[src/core/adc_seq_pkg.sv]
package adc_seq_pkg;

  // ------------------------------------------------------------------
  // Widths
  // ------------------------------------------------------------------
  localparam int ADDR_W    = 5;
  localparam int DATA_W    = 16;
  localparam int RES_W     = 10;
  localparam int CHAN_W    = 4;
  localparam int SLOT_W    = 3;
  localparam int NUM_SLOTS = 8;
  localparam int CTL0_W    = 8;
  localparam int CTL1_W    = 7;

  // ------------------------------------------------------------------
  // Register offsets (word index on the register port)
  // ------------------------------------------------------------------
  localparam logic [ADDR_W-1:0] FIRST_CTL_IDX  = 5'h00;
  localparam logic [ADDR_W-1:0] SECOND_CTL_IDX = 5'h01;
  localparam logic [ADDR_W-1:0] STATUS_IDX     = 5'h02;
  localparam logic [1:0]        RESULT_BANK    = 2'h1;

  // ------------------------------------------------------------------
  // Field positions
  // ------------------------------------------------------------------
  localparam int CTL1_CHAN_LSB  = 0;
  localparam int CTL1_EIGHT_BIT = 4;
  localparam int CTL1_MULTI_BIT = 5;
  localparam int CTL1_CONT_BIT  = 6;
  localparam int STAT_SLOT_LSB  = 8;
  localparam int STAT_BUSY_BIT  = 14;
  localparam int STAT_SEQ_BIT   = 15;

  // ------------------------------------------------------------------
  // Reset values and last slot indices
  // ------------------------------------------------------------------
  localparam logic [CTL0_W-1:0] FIRST_CTL_RST  = 8'h00;
  localparam logic [CTL1_W-1:0] SECOND_CTL_RST = 7'h00;
  localparam logic [SLOT_W-1:0] SHORT_LAST     = 3'h3;
  localparam logic [SLOT_W-1:0] LONG_LAST      = 3'h7;

  // ------------------------------------------------------------------
  // Channel codes
  // ------------------------------------------------------------------
  localparam logic [CHAN_W-1:0] CHAN_EXT_LAST = 4'h7;
  localparam logic [CHAN_W-1:0] CHAN_HIGH_REF = 4'hC;
  localparam logic [CHAN_W-1:0] CHAN_LOW_REF  = 4'hD;
  localparam logic [CHAN_W-1:0] CHAN_MID_REF  = 4'hE;
  localparam logic [CHAN_W-1:0] CHAN_TEST     = 4'hF;

  typedef enum logic [1:0] {ST_IDLE, ST_ISSUE, ST_WAIT} seq_state_e;

endpackage

[src/core/adc_conversion_mode_sequencer.sv]
// Design decisions made here: the placing of the registers and the plain strobed port.
`timescale 1ns/1ps
module adc_conversion_mode_sequencer
  import adc_seq_pkg::*;
(
  input  wire logic                             ref_clk,
  input  wire logic                             arst_n,
  input  wire logic [adc_seq_pkg::ADDR_W-1:0]   reg_addr,
  input  wire logic [adc_seq_pkg::DATA_W-1:0]   reg_wdata,
  input  wire logic                             reg_wr,
  input  wire logic                             reg_rd,
  output logic      [adc_seq_pkg::DATA_W-1:0]   reg_rdata,
  output logic                                  conv_start,
  output logic                                  conv_abort,
  input  wire logic                             conv_done,
  input  wire logic [adc_seq_pkg::RES_W-1:0]    conv_result,
  output logic      [adc_seq_pkg::CHAN_W-1:0]   mux_select,
  output logic      [7:0]                       ext_input_sel,
  output logic                                  high_ref_sel,
  output logic                                  low_ref_sel,
  output logic                                  ref_mid_sel,
  output logic                                  test_source_sel,
  output logic                                  reserved_sel,
  output logic                                  sequence_complete_flag,
  output logic      [adc_seq_pkg::NUM_SLOTS-1:0] slot_complete_flags,
  output logic      [2:0]                       conversion_mode,
  output logic                                  busy
);

  import adc_seq_pkg::*;

  // ------------------------------------------------------------------
  // Helpers
  // ------------------------------------------------------------------
  function automatic logic [12:0] chan_decode(input logic [CHAN_W-1:0] ch);
    logic [7:0] ext;
    logic       rsv;
    ext = 8'h00;
    rsv = 1'b0;
    if (ch <= CHAN_EXT_LAST) begin
      ext[ch[2:0]] = 1'b1;
    end else if (ch < CHAN_HIGH_REF) begin
      rsv = 1'b1;
    end
    return {rsv, ch == CHAN_TEST, ch == CHAN_MID_REF, ch == CHAN_LOW_REF,
            ch == CHAN_HIGH_REF, ext};
  endfunction

  function automatic logic [NUM_SLOTS-1:0] slot_onehot(input logic [SLOT_W-1:0] s);
    logic [NUM_SLOTS-1:0] oh;
    oh    = '0;
    oh[s] = 1'b1;
    return oh;
  endfunction

  // ------------------------------------------------------------------
  // State
  // ------------------------------------------------------------------
  seq_state_e                state_r;
  seq_state_e                state_nxt;
  logic [CTL0_W-1:0]         ctl0_r;
  logic [CTL1_W-1:0]         ctl1_r;
  logic [CHAN_W-1:0]         chan_r;
  logic [CHAN_W-1:0]         chan_nxt;
  logic [SLOT_W-1:0]         slot_r;
  logic [SLOT_W-1:0]         slot_nxt;
  logic [RES_W-1:0]          result_mem [NUM_SLOTS];
  logic [NUM_SLOTS-1:0]      slot_flags_r;
  logic [NUM_SLOTS-1:0]      slot_flags_nxt;
  logic                      seq_done_r;
  logic                      seq_done_nxt;
  logic [DATA_W-1:0]         rdata_r;
  logic                      start_r;
  logic                      abort_r;
  logic                      busy_r;
  logic [12:0]               decode_r;

  // ------------------------------------------------------------------
  // Register decode
  // ------------------------------------------------------------------
  wire                 wr_ctl0   = reg_wr && (reg_addr == FIRST_CTL_IDX);
  wire                 wr_ctl1   = reg_wr && (reg_addr == SECOND_CTL_IDX);
  wire                 ctl_wr    = wr_ctl0 || wr_ctl1;
  wire                 running   = (state_r != ST_IDLE);
  wire                 hit_res   = (reg_addr[4:3] == RESULT_BANK);
  wire [CHAN_W-1:0]    wr_chan   = reg_wdata[CTL1_CHAN_LSB +: CHAN_W];

  // ------------------------------------------------------------------
  // Mode decode
  // ------------------------------------------------------------------
  wire                 cont_sel  = ctl1_r[CTL1_CONT_BIT];
  wire                 multi_sel = ctl1_r[CTL1_MULTI_BIT];
  wire                 eight_sel = ctl1_r[CTL1_EIGHT_BIT];
  wire [2:0]           mode_num  = {cont_sel, multi_sel, eight_sel};
  wire [CHAN_W-1:0]    start_ch  = ctl1_r[CTL1_CHAN_LSB +: CHAN_W];
  wire [SLOT_W-1:0]    last_slot = eight_sel ? LONG_LAST : SHORT_LAST;
  wire                 at_last   = (slot_r == last_slot);

  // A result that lands with a control write belongs to the aborted run
  wire                 store     = (state_r == ST_WAIT) && conv_done && !ctl_wr;
  wire                 seq_end   = store && at_last;
  wire                 flag_clr  = wr_ctl1 || (wr_ctl0 && running);

  // ------------------------------------------------------------------
  // Sequencing
  // ------------------------------------------------------------------
  always_comb begin
    state_nxt = state_r;
    chan_nxt  = chan_r;
    slot_nxt  = slot_r;
    if (wr_ctl0) begin
      state_nxt = ST_IDLE;
    end else if (wr_ctl1) begin
      state_nxt = ST_ISSUE;
      chan_nxt  = wr_chan;
      slot_nxt  = '0;
    end else begin
      unique case (state_r)
        ST_IDLE: begin
          state_nxt = ST_IDLE;
        end
        ST_ISSUE: begin
          state_nxt = ST_WAIT;
        end
        ST_WAIT: begin
          if (store) begin
            if (at_last) begin
              slot_nxt  = '0;
              chan_nxt  = start_ch;
              state_nxt = cont_sel ? ST_ISSUE : ST_IDLE;
            end else begin
              slot_nxt  = slot_r + 3'h1;
              chan_nxt  = multi_sel ? chan_r + 4'h1 : chan_r;
              state_nxt = ST_ISSUE;
            end
          end
        end
      endcase
    end
  end

  // ------------------------------------------------------------------
  // Completion flags
  // ------------------------------------------------------------------
  always_comb begin
    slot_flags_nxt = slot_flags_r;
    seq_done_nxt   = seq_done_r;
    if (flag_clr) begin
      slot_flags_nxt = '0;
      seq_done_nxt   = 1'b0;
    end else begin
      if (store) begin
        slot_flags_nxt = slot_flags_r | slot_onehot(slot_r);
      end
      if (seq_end) begin
        seq_done_nxt = 1'b1;
      end
    end
  end

  // ------------------------------------------------------------------
  // Read mux
  // ------------------------------------------------------------------
  logic [DATA_W-1:0] rd_mux;
  always_comb begin
    rd_mux = '0;
    if (reg_addr == FIRST_CTL_IDX) begin
      rd_mux[CTL0_W-1:0] = ctl0_r;
    end else if (reg_addr == SECOND_CTL_IDX) begin
      rd_mux[CTL1_W-1:0] = ctl1_r;
    end else if (reg_addr == STATUS_IDX) begin
      rd_mux[NUM_SLOTS-1:0]             = slot_flags_r;
      rd_mux[STAT_SLOT_LSB +: SLOT_W]   = slot_r;
      rd_mux[STAT_BUSY_BIT]             = running;
      rd_mux[STAT_SEQ_BIT]              = seq_done_r;
    end else if (hit_res) begin
      rd_mux[RES_W-1:0] = result_mem[reg_addr[SLOT_W-1:0]];
    end
  end

  // ------------------------------------------------------------------
  // Flip-flops
  // ------------------------------------------------------------------
  always_ff @(posedge ref_clk or negedge arst_n) begin
    if (!arst_n) begin
      state_r      <= ST_IDLE;
      ctl0_r       <= FIRST_CTL_RST;
      ctl1_r       <= SECOND_CTL_RST;
      chan_r       <= '0;
      slot_r       <= '0;
      slot_flags_r <= '0;
      seq_done_r   <= 1'b0;
      rdata_r      <= '0;
      start_r      <= 1'b0;
      abort_r      <= 1'b0;
      busy_r       <= 1'b0;
      decode_r     <= 13'h0001;
    end else begin
      state_r      <= state_nxt;
      chan_r       <= chan_nxt;
      slot_r       <= slot_nxt;
      slot_flags_r <= slot_flags_nxt;
      seq_done_r   <= seq_done_nxt;
      rdata_r      <= reg_rd ? rd_mux : '0;
      start_r      <= (state_r == ST_ISSUE) && !ctl_wr;
      abort_r      <= ctl_wr && running;
      busy_r       <= (state_nxt != ST_IDLE);
      decode_r     <= chan_decode(chan_nxt);
      if (wr_ctl0) begin
        ctl0_r <= reg_wdata[CTL0_W-1:0];
      end
      if (wr_ctl1) begin
        ctl1_r <= reg_wdata[CTL1_W-1:0];
      end
    end
  end

  // Result slots hold data only, no reset needed
  always_ff @(posedge ref_clk) begin
    if (store) begin
      result_mem[slot_r] <= conv_result;
    end
  end

  // ------------------------------------------------------------------
  // Outputs
  // ------------------------------------------------------------------
  assign reg_rdata              = rdata_r;
  assign conv_start             = start_r;
  assign conv_abort             = abort_r;
  assign mux_select             = chan_r;
  assign ext_input_sel          = decode_r[7:0];
  assign high_ref_sel           = decode_r[8];
  assign low_ref_sel            = decode_r[9];
  assign ref_mid_sel            = decode_r[10];
  assign test_source_sel        = decode_r[11];
  assign reserved_sel           = decode_r[12];
  assign sequence_complete_flag = seq_done_r;
  assign slot_complete_flags    = slot_flags_r;
  assign conversion_mode        = ctl1_r[CTL1_CONT_BIT -: 3];
  assign busy                   = busy_r;

endmodule

[config.mk]
export PLATFORM = sky130hd
export DESIGN_NAME = adc_conversion_mode_sequencer
export DESIGN_NICKNAME = d
export VERILOG_FILES = /design/src/core/adc_seq_pkg.sv /design/src/core/adc_conversion_mode_sequencer.sv
export SDC_FILE = /design/constraint.sdc
export NUM_CORES = 1
export LEC_CHECK = 0
export ABC_AREA = 0
export BUFFER_PORTS_ARGS = -buffer_cell sky130_fd_sc_hd__buf_2
export CAP_MARGIN = 30
export CORE_MARGIN = 2
export CORE_UTILIZATION = 55
export CTS_CLUSTER_DIAMETER = 60
export CTS_CLUSTER_SIZE = 40
export DETAILED_ROUTE_END_ITERATION = 12
export GPL_TIMING_DRIVEN = 1
export PLACE_DENSITY = 0.81
export SLEW_MARGIN = 20
export SYNTH_ARGS = -nofsm -noshare
export SYNTH_HDL_FRONTEND = slang
export SYNTH_SLANG_ARGS = --single-unit
[constraint.sdc]
create_clock -name ref_clk -period 8.6 [get_ports ref_clk]
set_clock_uncertainty 0.05 [all_clocks]
set_input_delay 1.29 -clock ref_clk [delete_from_list [all_inputs] [get_ports ref_clk]]
set_output_delay 1.29 -clock ref_clk [all_outputs]
set_load 0.01 [all_outputs]
Word level (Yosys, flattened, before mapping)
Memory sizes are Yosys's and may differ from the RTL's.
Index checks and enable logic that the tools add are counted.
Operators by class
  reductions and logical operators: 22
  bitwise logic cells: 2
  mux-type cells: 41
  magnitude comparators: 6
  div/mod/pow operators: 0
  equal/unequal tests: 10
  shift-type cells: 0
  $add $sub $neg: 2
  multipliers: 0
Operator list (number)
  $mux 8: 4
  $mux 4: 7
  $mux 10: 2
  $mux 3: 6
  $eq 4x4->1 const B: 4
  $mux 16: 1
  $mux 2: 6
  $reduce_bool 2->1: 6
  $mux 1: 11
  $logic_and 1x1->1: 10
  $lt 3x4->1 const B: 2
  $or 8x8->8: 1
  $mux 7: 1
  $demux 1 s3: 2
  $ge 3x1->1 const B: 2
  $pmux 2 s3: 1
  $eq 5x1->1 const B: 1
  $eq 5x2->1 const B: 1
  $logic_not 5->1: 1
  $add 4x1->4 const B: 1
  $eq 2x1->1 const B: 2
  $le 4x3->1 const B: 1
  $lt 4x4->1 const B: 1
  $add 3x1->3 const B: 1
  7 further kinds: 8
Storage, ports and cells
  bits in read-only memories: 0
  input port bits: 36
  latch bits: 0
  output and inout port bits: 48
  memories kept: 1
  word-level logic and storage cells: 96
  bits in registers: 65
  RAM bits: 80
Memory list
  result_mem: words 8, width 10, rd ports 1, clocked after Yosys merged registers in 0, write ports 1, line adc_conversion_mode_sequencer.sv:67  | logic [RES_W-1:0] result_mem [NUM_SLOTS];

Depth between registers and ports, before layout
  word-level depth: 14
  gate-level depth with buffers: 9
  depth with buffers taken out: 8

Worst setup path before layout
No wires, ideal clock.
  kind: input-to-reg
  from: in reg_addr[1] (netlist name)
  to: mem result_mem[1][0], enable pin
  data required time: 8.139 ns
  setup slack: 5.167 ns
  buffers on the path: 1
  library setup time: 0.411 ns
  arrival: 2.972 ns
  stages: 4
  cells stage by stage: nand2b_1 -> o21ai_2 -> buf_2 -> nor4b_1
Between the ends
  word-level cells in the longest chain between the ends: 7
  elaborated cells on any way between the ends: 9
  classes of those cells: eq/ne: 1; mux: 2; reduce/logical: 6
Ends and longest elaborated chain
  start, declared: line adc_conversion_mode_sequencer.sv:8  | input wire logic [adc_seq_pkg::ADDR_W-1:0] reg_addr,
  $eq 5x1->1 or $logic_not 5->1 (tied branches): line adc_conversion_mode_sequencer.sv:82, adc_conversion_mode_sequencer.sv:81
  $logic_and 1x1->1, on equally long branches: line adc_conversion_mode_sequencer.sv:82, adc_conversion_mode_sequencer.sv:81
  $logic_or 1x1->1 (*): line adc_conversion_mode_sequencer.sv:83  | wire ctl_wr = wr_ctl0 || wr_ctl1;
  $logic_not 1->1 (*): line adc_conversion_mode_sequencer.sv:100  | wire store = (state_r == ST_WAIT) && conv_done && !ctl_wr;
  $logic_and 1x1->1 (*): line adc_conversion_mode_sequencer.sv:100
  $mux 1 (*): line adc_conversion_mode_sequencer.sv:220  | if (store) begin
  $mux 1 (not written as such) (*): line adc_conversion_mode_sequencer.sv:221  | result_mem[slot_r] <= conv_result;
  end, declared: line adc_conversion_mode_sequencer.sv:67
Every way passes the cells marked *; elsewhere a longest branch is shown, timed or not.

Worst setup path after layout
  from: in reg_addr[1] (netlist name)
  to: mem result_mem[4][7], enable pin
Same word-level chain as after synthesis.

==> impl_metrics.tcl <==
set metrics [dict create \
    max_freq_ghz 0.285 \
    start_util_pct 56.7 \
    final_hold_viol_count 0 \
    hold_path_end "ctl0_r[0]" \
    min_period_ns 3.50 \
    p_leak_nw 2.91 \
    die_w_um 107 \
    powerDensity_mw_per_mm2 229 \
    switching_share_pct 24.0 \
    core_area_mm2 0.0103 \
    post-route-period-util_pct 40.7 \
    r2r_cells 7 \
    synth_common_cells "edfxtp_1, dfrtp_1, nand2_1, mux4_2, mux2i_1" \
    synth_area_leaders "edfxtp_1, dfrtp_1, mux4_2" \
    layout.nets 502 \
    critPathArrivalTime_ns 3.70 \
    critPathKind "in2reg" \
    die_h_um 107 \
    worst_slew_pin_slew_ns 0.980 \
    dr.pass1.iters 4 \
    grt_pass1_vias 3651 \
    avgSynthCellArea_um2 15.2 \
    h-tree-depth 4 \
    cts_setup_buffers 0 \
    ctsResizeCount 0 \
    status "completed" \
    fin_ws_ns 5.10 \
    switchingPower_mw 0.382 \
    final_cell_area_mm2 0.00695 \
    r2r_end "result_mem[4][7]" \
    intPower_mw 1.21 \
    hold_path_class "reg2reg" \
    rsz0062_at_grt "false" \
    grt_pass1_wl_um 19900 \
    gp_congestion 0.834 \
    clockBufferDepth 2 \
    dominantRegCellSynth "edfxtp_1" \
    yosys.area.top_type "edfxtp_1" \
    vias 3587 \
    hp-start "ctl0_r[0]" \
    wl_per_cell_um 20.9 \
    yosysMostFrequentCell "edfxtp_1" \
    syn-cell-area_mm2 0.00585 \
    cts_sinks 142 \
    pin_count 84 \
    dpl_cell_area_mm2 0.00636 \
    drt_iter0_drc 285 \
    cts_buffers 17 \
    synth_top_area_share_pct 41.1 \
    grt_max_degree 63 \
    tritoncts "yes" \
    r2r_start "state_r[0]" \
    yosysSeqAreaShare_pct 67.6 \
    antenna_found_initial 0 \
    drv_cap 0 \
    async_flop_share_pct 43.7 \
    finalSetupTns_ns 0 \
    grtUsageTotal_pct 23.8 \
    setup_viol 0 \
    area_growth_pct 18.7 \
    yosys_warnings 0 \
    ys_seq_elements 142 \
    pwr-share-comb_pct 7.8 \
    timing.critical_path.from_type "input port" \
    r2r_slack_ns 5.69 \
    path_clk_slew_ns 0.06 \
    grt-ovfl-total 0 \
    worst_setup_path_end_kind "flop" \
    drive_above_1_share_pct 32.9 \
    drt_wl_total_um 12800 \
    hold_buffers 0 \
    synth-edff-count 80 \
    post_drt_via_cell_ratio 5.88 \
    min_path_cells 1 \
    ant_nets 0 \
    clock_power_share_pct 44.3 \
    synth_cell_types 53 \
    max-vdd-ir-drop_mv 0.131 \
    dp_hpwl_um 8040 \
    critPathRequiredTime_ns 8.79 \
    max_slew_margin_pct 34.4 \
    port_buffers 72 \
    n_antenna_cell 0 \
    syn_inst 384 \
    seqPwrFrac_pct 47.9 \
    clock_latency_ns 0.54 \
    route.detailed.drc 0 \
    pre_cts_ws_ns 4.41 \
    rows 37 \
    clockRootBuffer "clkbuf_8" \
    crit_path_max_fanout 25 \
    slew_violations 0 \
    power_mw 1.59 \
    die_area_mm2 0.0115 \
]
[critical path: stages]
cell     delay (ns)
buf_2          0.49
nor2b_1        0.15
a21oi_1        0.47
nand2_1        0.20
nor3_1         0.76
buf_4          0.30
[worst max-delay path by stage]
stage / start / to / slack (ns)
final: reg_addr[1] / result_mem[4][7] / 5.10
after global routing: reg_addr[1] / result_mem[4][3] / 4.89
after CTS: reg_addr[1] / result_mem[6][9] / 4.94
after detailed placement: reg_addr[1] / result_mem[6][9] / 4.41
after global placement: reg_addr[1] / result_mem[5][9] / 4.46
after floorplan: reg_addr[1] / result_mem[1][0] / 5.17
[layout make-up]
class,count,area [um^2]
Clock buffer,17,414
Clock inverter,15,158
Fill cell,690,3380
Inverter,7,31.3
Multi-Input combinational cell,211,1790
Sequential cell,142,3960
Tap cell,136,170
Timing Repair Buffer,82,432
[cells in the final DEF, fill, tap and decap left out, types with 2 or more instances in the layout]
cell / n
nor3b_1: 2
o21a_1: 8
nand2b_1: 2
clkinv_4: 3
conb_1: 3
mux2_2: 8
nor2_1: 11
and2_1: 5
inv_6: 6
clkinv_1: 2
mux2i_1: 17
ha_1: 5
bufinv_16: 2
edfxtp_1: 80
clkbuf_16: 16
dfrtp_1: 61
a31oi_1: 3
clkinvlp_4: 2
a211oi_1: 2
inv_1: 6
buf_2: 75
o21ai_0: 11
and3_1: 12
and4_1: 4
mux4_2: 20
nor2b_1: 2
nor4b_4: 2
nor4_1: 4
a21oi_1: 13
buf_4: 6
nor3_1: 5
nand2_1: 41
nor4_2: 4
nand3_1: 5
[cells by family (layout without fill, tap and decap cells)]
kind of cell	Yosys count	count (layout)	synth area share, %
other	1	3	0.0641
AO/OA/AOI/OAI	48	48	5.71
AND/OR/NAND/NOR	107	107	10.0
XOR/XNOR	3	3	0.578
buffers and inverters	33	121	2.80
multiplexers	45	45	12.1
flip-flops	142	142	67.6
adder cells (fa/ha/maj)	5	5	1.07
[registers in the layout, summed over array words and instances, names as in the netlist]
register / flops
mux_select: 4
sequence_complete_flag: 1
ctl0_r: 8
result_mem: 80
reg_rdata: 13
slot_r: 3
slot_complete_flags: 8
decode_r: 13
ctl1_r: 7
conv_abort: 1
busy: 1
state_r: 2
conv_start: 1
[power by group through the flow]
stage	sequential [mW]	clock [mW]	combinational, mW
after global placement	0.773	0	0.118
final	0.762	0.705	0.123
after global routing	0.764	0.738	0.134
after CTS	0.762	0.709	0.123
after detailed placement	0.774	0	0.121
after floorplan	0.774	0	0.0774
[routing by layer]
layer / routed length (um) / vias up / global-route usage [%]
li1: - / 1601 / -
met1: 5120 / 1818 / 30.5
met2: 6540 / 137 / 38.6
met3: 799 / 31 / 6.57
met4: 317 / 0 / 9.83
met5: 0 / - / 0
[metrics by stage]
stage               util (%)  hold slack, ns  cells
floorplan                  -           0.410    386
global placement        61.5           0.438    574
detailed placement      61.6           0.443    576
CTS                     67.1           0.459    608
global route            67.3           0.485    610
finish                  67.3           0.461    610
(Power assumes the default switching activity.)
